`src/sps_pkg.sv`:
```
// constants and types shared by the pair sequencer design
package sps_pkg;

  // ---------------------------------------------------------------
  // sizes
  // ---------------------------------------------------------------
  localparam int STK_N      = 32;
  localparam int IDX_W      = 5;
  localparam int LAYER_W    = 9;
  localparam int SEL_W      = 4;
  localparam int RES_W      = 14;
  localparam int WORD_W     = 16;
  localparam int AV_AW      = 7;
  localparam int AV_DW      = 32;
  localparam int CRC_W      = 8;
  localparam int DEF_LAYERS = 8;

  // ---------------------------------------------------------------
  // register indices (byte address is four times the index)
  // ---------------------------------------------------------------
  localparam logic [AV_AW-1:0] STACK_BASE_IDX = 7'h20;
  localparam logic [AV_AW-1:0] STACK_LAST_IDX = 7'h3f;
  localparam logic [AV_AW-1:0] CTRL_IDX       = 7'h02;
  localparam logic [AV_AW-1:0] STATUS_IDX     = 7'h03;
  localparam logic [AV_AW-1:0] POINTER_IDX    = 7'h04;

  // ---------------------------------------------------------------
  // field positions and reset values
  // ---------------------------------------------------------------
  localparam int A_SEL_LSB  = 0;
  localparam int B_SEL_LSB  = 4;
  localparam int LAST_BIT   = 8;
  localparam int ADDR_LSB   = 9;
  localparam int CTRL_STAT  = 0;
  localparam int CTRL_CRC   = 1;
  localparam int CTRL_RUN   = 2;
  localparam int CTRL_RLD   = 3;
  localparam logic [2:0]         CTRL_RESET   = 3'h0;
  localparam logic [WORD_W-1:0]  STATUS_RESET = 16'h0000;
  localparam logic [LAYER_W-1:0] LAYER_ZERO   = 9'h000;

  // ---------------------------------------------------------------
  // selection codes and self-test values
  // ---------------------------------------------------------------
  localparam logic [SEL_W-1:0] SEL_SUPPLY   = 4'h8;
  localparam logic [SEL_W-1:0] SEL_REGOUT   = 4'h9;
  localparam logic [SEL_W-1:0] SEL_SELFTEST = 4'hb;
  localparam logic [RES_W-1:0] SELFTEST_A   = 14'h2aaa;
  localparam logic [RES_W-1:0] SELFTEST_B   = 14'h1555;
  localparam logic [CRC_W-1:0] CRC_POLY     = 8'h07;
  localparam logic [CRC_W-1:0] CRC_INIT     = 8'h00;

  typedef enum logic [1:0] {B_IDLE, B_WAIT, B_ACK} sps_bus_t;
  typedef enum logic [2:0] {
    S_IDLE, S_FETCH, S_CONV, S_OUT_B, S_OUT_ST
  } sps_seq_t;

endpackage

```
`src/sps_stack_if.sv`:
```
// stack memory ports between the sequencer top and its layer store
`timescale 1ns/1ps
interface sps_stack_if;
  import sps_pkg::*;
  logic                 wr_en;
  logic [IDX_W-1:0]     wr_idx;
  logic [LAYER_W-1:0]   wr_data;
  logic                 reload;
  logic [IDX_W-1:0]     rd_idx_bus;
  logic [LAYER_W-1:0]   rd_data_bus;
  logic [IDX_W-1:0]     rd_idx_seq;
  logic [LAYER_W-1:0]   rd_data_seq;

  modport mem (input wr_en, wr_idx, wr_data, reload, rd_idx_bus,
               rd_idx_seq, output rd_data_bus, rd_data_seq);
  modport ctl (output wr_en, wr_idx, wr_data, reload, rd_idx_bus,
               rd_idx_seq, input rd_data_bus, rd_data_seq);
endinterface

```
`src/sps_stack_mem.sv`:
```
// thirty-two layer stack store with registered read ports
`timescale 1ns/1ps
module sps_stack_mem
  import sps_pkg::*;
(
  input  wire logic clock,
  input  wire logic srst,
  input  wire logic ce,
  sps_stack_if.mem  sif
);

  logic [LAYER_W-1:0] layer_q [STK_N];

  // ---------------------------------------------------------------
  // default contents: pairs 0..7, layer 7 closes the loop
  // ---------------------------------------------------------------
  function automatic logic [LAYER_W-1:0] layer_init(input int i);
    logic [SEL_W-1:0] code;
    code = SEL_W'(i);
    if (i < DEF_LAYERS) begin
      layer_init = {(i == DEF_LAYERS - 1), code, code};
    end else begin
      layer_init = LAYER_ZERO;
    end
  endfunction

  // ---------------------------------------------------------------
  // storage
  // ---------------------------------------------------------------
  for (genvar i = 0; i < STK_N; i++) begin : g_layer
    always_ff @(posedge clock) begin
      if (srst) begin
        layer_q[i] <= layer_init(i);
      end else if (ce) begin
        if (sif.reload) begin
          layer_q[i] <= layer_init(i);
        end else if (sif.wr_en && sif.wr_idx == IDX_W'(i)) begin
          layer_q[i] <= sif.wr_data;
        end
      end
    end
  end

  always_ff @(posedge clock) begin
    if (srst) begin
      sif.rd_data_bus <= LAYER_ZERO;
      sif.rd_data_seq <= LAYER_ZERO;
    end else if (ce) begin
      sif.rd_data_bus <= layer_q[sif.rd_idx_bus];
      sif.rd_data_seq <= layer_q[sif.rd_idx_seq];
    end
  end
endmodule

```
`src/sps_crc8.sv`:
```
// eight-bit crc over one result pair, registered on load
`timescale 1ns/1ps
module sps_crc8
  import sps_pkg::*;
(
  input  wire logic                 clock,
  input  wire logic                 srst,
  input  wire logic                 ce,
  input  wire logic                 load,
  input  wire logic [2*WORD_W-1:0]  data,
  output logic      [CRC_W-1:0]     crc_q
);

  logic [CRC_W-1:0] crc_d;

  // msb first, one bit per step; a whole pair settles in one cycle
  always_comb begin
    crc_d = CRC_INIT;
    for (int b = 2 * WORD_W - 1; b >= 0; b--) begin
      if (crc_d[CRC_W-1] ^ data[b]) begin
        crc_d = {crc_d[CRC_W-2:0], 1'b0} ^ CRC_POLY;
      end else begin
        crc_d = {crc_d[CRC_W-2:0], 1'b0};
      end
    end
  end

  always_ff @(posedge clock) begin
    if (srst) begin
      crc_q <= CRC_INIT;
    end else if (ce && load) begin
      crc_q <= crc_d;
    end
  end

endmodule

```
`src/sps_seq_top.sv`:
```
// channel-pair sequencer with status word and avalon register slave
//
// Operation
// - stack-select bit set: five-bit index picks 1 of 32 layers.
// - a layer holds an A and a B input, sampled together when reached.
// - sequence starts at the first layer and steps towards layer 32.
// - a layer whose last-layer flag is 0 is followed by the next layer.
// - a set last flag (bit 8) ends the sequence, then layer 0 follows.
// - reset reloads pairs 0-7 into layers 0-7 and zeroes the other 24.
// - stack word bits 15 to 9 carry its register address for decoding.
// - code 0-7 is an input, 8 supply, 9 regulator; 10 and 12 are reserved.
// - code 1011 is self test: A reads 0x2aaa and B reads 0x1555.
// - A selection sits in bits 3 to 0 and uses the same codes as B.
// - status or crc enable puts the status word after all result words.
// - status bits 15 to 12 hold the channel of the previous A result.
// - status bits 11 to 8 hold the channel of the previous B result.
// - status bits 7 to 0 give a crc over the previous results.
// - the 32 layers sit at consecutive indices 0x20 to 0x3f.
`timescale 1ns/1ps
module sps_seq_top
  import sps_pkg::*;
(
  input  wire logic              clock,
  input  wire logic              srst,
  input  wire logic              ce,
  input  wire logic [AV_AW-1:0]  avs_address,
  input  wire logic              avs_read,
  input  wire logic              avs_write,
  input  wire logic [AV_DW-1:0]  avs_writedata,
  input  wire logic [3:0]        avs_byteenable,
  output logic      [AV_DW-1:0]  avs_readdata,
  output logic                   avs_waitrequest,
  input  wire logic              conv_trigger,
  output logic                   conv_req,
  output logic      [SEL_W-1:0]  conv_sel_a,
  output logic      [SEL_W-1:0]  conv_sel_b,
  input  wire logic              conv_done,
  input  wire logic [RES_W-1:0]  conv_result_a,
  input  wire logic [RES_W-1:0]  conv_result_b,
  output logic                   word_valid,
  output logic      [WORD_W-1:0] word_data,
  output logic                   word_last
);

  // ---------------------------------------------------------------
  // declarations
  // ---------------------------------------------------------------
  sps_stack_if sif ();

  sps_bus_t             bus_q;
  sps_seq_t             seq_q;
  logic [2:0]           ctrl_q;
  logic                 reload_q;
  logic [IDX_W-1:0]     ptr_q;
  logic                 last_q;
  logic [WORD_W-1:0]    status_q;
  logic [RES_W-1:0]     res_b_q;
  logic                 trig_s1_q;
  logic                 trig_s2_q;
  logic                 trig_s3_q;
  logic                 stack_hit;
  logic                 req;
  logic                 trig_edge;
  logic                 append_en;
  logic [RES_W-1:0]     res_a_d;
  logic [RES_W-1:0]     res_b_d;
  logic [CRC_W-1:0]     crc_q;
  logic [AV_DW-1:0]     rdata_d;

  // ---------------------------------------------------------------
  // address decode and stack port wiring
  // ---------------------------------------------------------------
  // index bits 6:5 equal to 01 select the stack, so 0x20..0x3f map straight on
  assign stack_hit = avs_address[AV_AW-1:IDX_W] ==
                     STACK_BASE_IDX[AV_AW-1:IDX_W];
  assign req       = avs_read || avs_write;
  assign append_en = ctrl_q[CTRL_STAT] || ctrl_q[CTRL_CRC];

  assign sif.rd_idx_bus = avs_address[IDX_W-1:0];
  assign sif.rd_idx_seq = ptr_q;
  assign sif.wr_idx     = avs_address[IDX_W-1:0];
  assign sif.wr_data    = avs_writedata[LAYER_W-1:0];
  assign sif.reload     = reload_q;
  // a word whose address bits disagree with the slot is dropped
  assign sif.wr_en = bus_q == B_ACK && avs_write && stack_hit
                     && avs_byteenable[1:0] == 2'b11
                     && avs_writedata[WORD_W-1:ADDR_LSB] ==
                        avs_address;

  sps_stack_mem u_mem (
    .clock (clock),
    .srst  (srst),
    .ce    (ce),
    .sif   (sif.mem)
  );

  sps_crc8 u_crc (
    .clock (clock),
    .srst  (srst),
    .ce    (ce),
    .load  (seq_q == S_CONV && conv_done),
    .data  ({2'b00, res_a_d, 2'b00, res_b_d}),
    .crc_q (crc_q)
  );

  // ---------------------------------------------------------------
  // register slave: idle, one wait cycle, acknowledge
  // ---------------------------------------------------------------
  always_comb begin
    rdata_d = '0;
    if (stack_hit) begin
      rdata_d[WORD_W-1:0] = {avs_address, sif.rd_data_bus};
    end else if (avs_address == CTRL_IDX) begin
      rdata_d[2:0] = ctrl_q;
    end else if (avs_address == STATUS_IDX) begin
      rdata_d[WORD_W-1:0] = status_q;
    end else if (avs_address == POINTER_IDX) begin
      rdata_d[IDX_W-1:0] = ptr_q;
    end
  end

  always_ff @(posedge clock) begin
    if (srst) begin
      bus_q           <= B_IDLE;
      avs_waitrequest <= 1'b1;
      avs_readdata    <= '0;
    end else if (ce) begin
      case (bus_q)
        B_IDLE: begin
          if (req) begin
            bus_q <= B_WAIT;
          end
        end
        B_WAIT: begin
          // memory read data became valid at the edge that entered B_WAIT
          bus_q           <= B_ACK;
          avs_waitrequest <= 1'b0;
          avs_readdata    <= avs_read ? rdata_d : '0;
        end
        B_ACK: begin
          bus_q           <= B_IDLE;
          avs_waitrequest <= 1'b1;
        end
        default: begin
          bus_q           <= B_IDLE;
          avs_waitrequest <= 1'b1;
        end
      endcase
    end
  end

  always_ff @(posedge clock) begin
    if (srst) begin
      ctrl_q   <= CTRL_RESET;
      reload_q <= 1'b0;
    end else if (ce) begin
      reload_q <= 1'b0;
      if (bus_q == B_ACK && avs_write && avs_address == CTRL_IDX
          && avs_byteenable[0]) begin
        ctrl_q   <= avs_writedata[2:0];
        reload_q <= avs_writedata[CTRL_RLD];
      end
    end
  end

  // ---------------------------------------------------------------
  // trigger synchroniser
  // ---------------------------------------------------------------
  always_ff @(posedge clock) begin
    if (srst) begin
      trig_s1_q <= 1'b0;
      trig_s2_q <= 1'b0;
      trig_s3_q <= 1'b0;
    end else if (ce) begin
      trig_s1_q <= conv_trigger;
      trig_s2_q <= trig_s1_q;
      trig_s3_q <= trig_s2_q;
    end
  end
  assign trig_edge = trig_s2_q && !trig_s3_q;

  // ---------------------------------------------------------------
  // self-test substitution
  // ---------------------------------------------------------------
  // codes 0..9 pass to the mux unchanged; reserved codes convert as is
  assign res_a_d = (conv_sel_a == SEL_SELFTEST) ? SELFTEST_A
                                                : conv_result_a;
  assign res_b_d = (conv_sel_b == SEL_SELFTEST) ? SELFTEST_B
                                                : conv_result_b;

  // ---------------------------------------------------------------
  // sequencer
  // ---------------------------------------------------------------
  always_ff @(posedge clock) begin
    if (srst) begin
      seq_q      <= S_IDLE;
      ptr_q      <= '0;
      last_q     <= 1'b0;
      conv_req   <= 1'b0;
      conv_sel_a <= '0;
      conv_sel_b <= '0;
      res_b_q    <= '0;
      word_valid <= 1'b0;
      word_data  <= '0;
      word_last  <= 1'b0;
      status_q   <= STATUS_RESET;
    end else if (ce) begin
      word_valid <= 1'b0;
      word_last  <= 1'b0;
      conv_req   <= 1'b0;
      case (seq_q)
        S_IDLE: begin
          if (reload_q) begin
            ptr_q <= '0;
          end else if (trig_edge && ctrl_q[CTRL_RUN]) begin
            seq_q <= S_FETCH;
          end
        end
        S_FETCH: begin
          conv_sel_a <= sif.rd_data_seq[A_SEL_LSB +: SEL_W];
          conv_sel_b <= sif.rd_data_seq[B_SEL_LSB +: SEL_W];
          last_q     <= sif.rd_data_seq[LAST_BIT];
          conv_req   <= 1'b1;
          seq_q      <= S_CONV;
        end
        S_CONV: begin
          if (conv_done) begin
            word_valid <= 1'b1;
            word_data  <= WORD_W'(res_a_d);
            res_b_q    <= res_b_d;
            if (last_q) begin
              ptr_q <= '0;
            end else begin
              ptr_q <= ptr_q + 1'b1;
            end
            seq_q <= S_OUT_B;
          end
        end
        S_OUT_B: begin
          word_valid <= 1'b1;
          word_data  <= WORD_W'(res_b_q);
          word_last  <= !append_en;
          status_q   <= {conv_sel_a, conv_sel_b, crc_q};
          seq_q      <= append_en ? S_OUT_ST : S_IDLE;
        end
        S_OUT_ST: begin
          word_valid <= 1'b1;
          word_data  <= status_q;
          word_last  <= 1'b1;
          seq_q      <= S_IDLE;
        end
        default: begin
          seq_q <= S_IDLE;
        end
      endcase
    end
  end
endmodule

```
`config.mk`:
```
export PLATFORM = sky130hd
export DESIGN_NAME = sps_seq_top
export DESIGN_NICKNAME = d
export VERILOG_FILES = /design/src/sps_pkg.sv /design/src/sps_stack_if.sv /design/src/sps_stack_mem.sv /design/src/sps_crc8.sv /design/src/sps_seq_top.sv
export SDC_FILE = /design/constraint.sdc
export NUM_CORES = 1
export LEC_CHECK = 0
export BUFFER_PORTS_ARGS = -buffer_cell sky130_fd_sc_hd__buf_2
export CAP_MARGIN = 20
export CORE_AREA = 2 2 235 237
export CTS_BUF_LIST = sky130_fd_sc_hd__clkbuf_4
export DETAILED_ROUTE_END_ITERATION = 8
export DIE_AREA = 0 0 237 239
export PLACE_DENSITY = 0.54
export SETUP_SLACK_MARGIN = 0.05
export SYNTH_ARGS = -nofsm -noshare
export SYNTH_HDL_FRONTEND = slang
export SYNTH_SLANG_ARGS = --single-unit
```
`constraint.sdc`:
```
create_clock -name clock -period 5.55 [get_ports clock]
set_clock_uncertainty 0.1 [all_clocks]
set_input_delay 0.555 -clock clock [delete_from_list [all_inputs] [get_ports clock]]
set_output_delay 0.555 -clock clock [all_outputs]
set_load 0.005 [all_outputs]
```
==> out/summary.txt <==
first-pass GRT wire length: 95500 um
final period utilization: 70.6%
Worst Path Arrival: 4.54 ns
Clock Latency Late Sink: 0.88 ns
clk buf depth: 3
Syn Inst Count: 1645
worst-path fanout max: 12
ranking of synthesized cells by area: edfxtp_1 40%, mux4_2 19%, dfxtp_1 11%
All-Layer GR Usage: 23.2%
Placed Instances: 2373
final slew viol count: 0
RR Endpoint: u_mem.layer_q[8][4]
htree depth: 3
max_cap viols: 0
crit path to: u_mem.layer_q[8][4]
Max VDD drop: 0.150 mV
hold_buf cts: 24
DP Wirelength: 44400 um
DRT Pass-1 Iters: 5
Yosys reg bits: 406
share of layout cells above drive strength 1: 29.2%
PostCTS Resize Cnt: 0
Starting Density: 39.4%
CTS Sinks: 406
Std-Cell Rows: 86
Worst Setup End Kind: flip-flop
WS Path Type: in -> reg
Slew @ Worst Pin: 1.04 ns
setup ws final: 1.63 ns
worst path required time: 6.17 ns
Yosys Warn Count: 0
top cell type's share of synthesized area: 40.4%
leakage: 9.01 nW
Yosys top cell by area: edfxtp_1
maximum number of pins on one net before global-route repair: 69
Final min period: 3.92 ns
count of cell types in the netlist: 60
TritonCTS clock tree: built
status: complete, no violations
Post-synth EDFFs: 288
die area: 56600 um2
worst r2r path cells: 6
setup bufs post-CTS: 0
worst r2r src: reload_q
number of remaining DRC errors: 0
antenna-violating nets left: 0
area added between synthesis and finish: 13.8%
Final #Nets: 1884
antenna violations before repair: 4
Worst Setup SP: avs_address[5]
path type of the worst min-delay path: in -> reg
final hold vios: 0
RSZ-0062 raised after global routing: no
crit start category: input pin
total CTS buffers: 108
Routed Wire Length: 64900 um
Max Fclk: 0.255 GHz
core area: 54300 um2
flop-to-flop setup slack: 1.71 ns
vias per inst: 5.63
Post-Place Worst Slack: 1.37 ns
Non-Filler Instances: 2597
post-synthesis sequential area ratio: 51.4%
ys async rst share: 0%
relative slew slack: 30.2%
clk slew on worst S/H paths: 0.06 ns
die extent in y: 239 um
PortBufs: 103
Overflow after GRT: 0
Syn Area/Cell: 13.0 um2
Clock Tree Root: clkbuf_4
Die W: 237 um
Power Density: 282 nW/um2
Final TNS setup: 0 ns
routed length per placed instance: 25.0 um
Detailed Route Iter0 Violations: 1391
gpl congestion: 0.851
endpoints failing setup: 0
Vias: 14621
Mapped Area: 21400 um2
vias in the first global route: 14534
commonest register cell after synthesis: edfxtp_1
I/O Pins: 138
-- through the flow --
stage	hold slack (ns)	instance area (um2)	utilization [%]	total power [W]
4_1_cts	0.0193	24400	44.8	0.00695
3_5_place_dp	0.344	22700	41.8	0.00425
6_report	0.101	24400	44.9	0.00689
5_1_grt	0.0390	24400	44.9	0.00718
3_3_place_gp	0.338	22700	41.8	0.00424
2_1_floorplan	0.332	21500	-	0.00399
-- flip-flops by register name (all words and copies together), names as in the netlist, 2 cells and up --
register               count
u_mem.layer_q            288
conv_sel_a                 4
u_mem.sif.rd_data_bus      9
ptr_q                      5
u_mem.sif.rd_data_seq      9
ctrl_q                     3
status_q                  16
bus_q                      2
res_b_q                   14
avs_readdata              16
word_data                 16
conv_sel_b                 4
u_crc.crc_q                8
seq_q                      3
-- layout make-up --
cell class	instances	area [um2]
diodes	5	12.5
flip-flops and latches	406	11000
clock inverters	27	145
repair buffers	195	1290
clock buffers	166	1250
well taps	704	881
multi-input cells	1091	9790
fillers	4971	29900
inverters	3	11.3
-- synth_stat cells, drive strengths merged, types with 5 or more instances --
cell type and instances:
a211oi 34, a21oi 57, a222oi 7, a22o 12, a22oi 23, and2 220, and3 51, buf 40
clkbuf 120, dfxtp 118, edfxtp 288, mux2i 27, mux4 180, nand2 92, nand2b 9, nand3 13
nand4 6, nor2 135, nor2b 5, nor3 21, o211ai 10, o21ai 39, or2 6, or3 30
xnor2 24, xnor3 16, xor2 23
-- report_power, final --
part | internal, W | switching (W) | total, W
combinational | 0.000388 | 0.000462 | 0.000851
sequential | 0.00331 | 0.0000403 | 0.00335
clock | 0.00140 | 0.00129 | 0.00269
total | 0.00510 | 0.00179 | 0.00689
-- worst max-delay path: stages --
cell and delay (ns):
dlygate4sd3_1 0.53, buf_2 0.14, nor2b_1 0.16, nor4b_1 0.82, nand4_1 0.51, nand2b_1 0.52, or3_1 0.58, nor2_1 0.51
and2_1 0.21
-- metal layers --
layer,part of all wire [%],wire length (um),vias up,global-route usage (%)
met3,8.0,5180,109,5.87
met1,42,27400,7288,31.1
met5,0.015,10,-,0
met2,47,30200,643,36.6
met4,3.2,2060,2,8.34
li1,-,-,6579,-
-- placed cells by master, fill, tap and decap left out, drive strengths merged, types with 13 or more instances in the layout --
| master | count |
|---|---|
| a211oi | 34 |
| a21oi | 57 |
| a22oi | 23 |
| and2 | 220 |
| and3 | 51 |
| buf | 171 |
| clkbuf | 166 |
| clkinv | 22 |
| conb | 16 |
| dfxtp | 118 |
| dlygate4sd3 | 24 |
| edfxtp | 288 |
| mux2i | 27 |
| mux4 | 180 |
| nand2 | 92 |
| nand3 | 13 |
| nor2 | 135 |
| nor3 | 21 |
| o21ai | 39 |
| or3 | 30 |
| xnor2 | 24 |
| xnor3 | 16 |
| xor2 | 23 |
-- worst min-delay path by stage --
stage                                  end        startpoint  slack [ns]  cells after the start
after floorplan                res_b_q[11]       res_b_q[11]        0.33                      2
after global placement    avs_readdata[15]  avs_readdata[15]        0.34                      2
after detailed placement       status_q[4]    u_crc.crc_q[4]        0.34                      2
after CTS                     word_data[2]  conv_result_a[2]        0.02                      3
after global routing          word_data[6]  conv_result_a[6]        0.04                      3
final                         word_data[6]  conv_result_a[6]        0.10                      3
-- kinds of logic (layout without fill, tap and decap cells) --
kind of cell,after synthesis,after routing,synth area share [%]
compound gates,195,195,6.01
xor+xnor,66,66,4.04
fa+ha+maj,1,1,0.0584
buf+inv,163,391,3.31
flops,406,406,51.4
mux,207,207,20.2
other cells,1,21,0.0175
simple gates,606,606,15.0
Note: power is estimated with default switching activity, not from simulation.
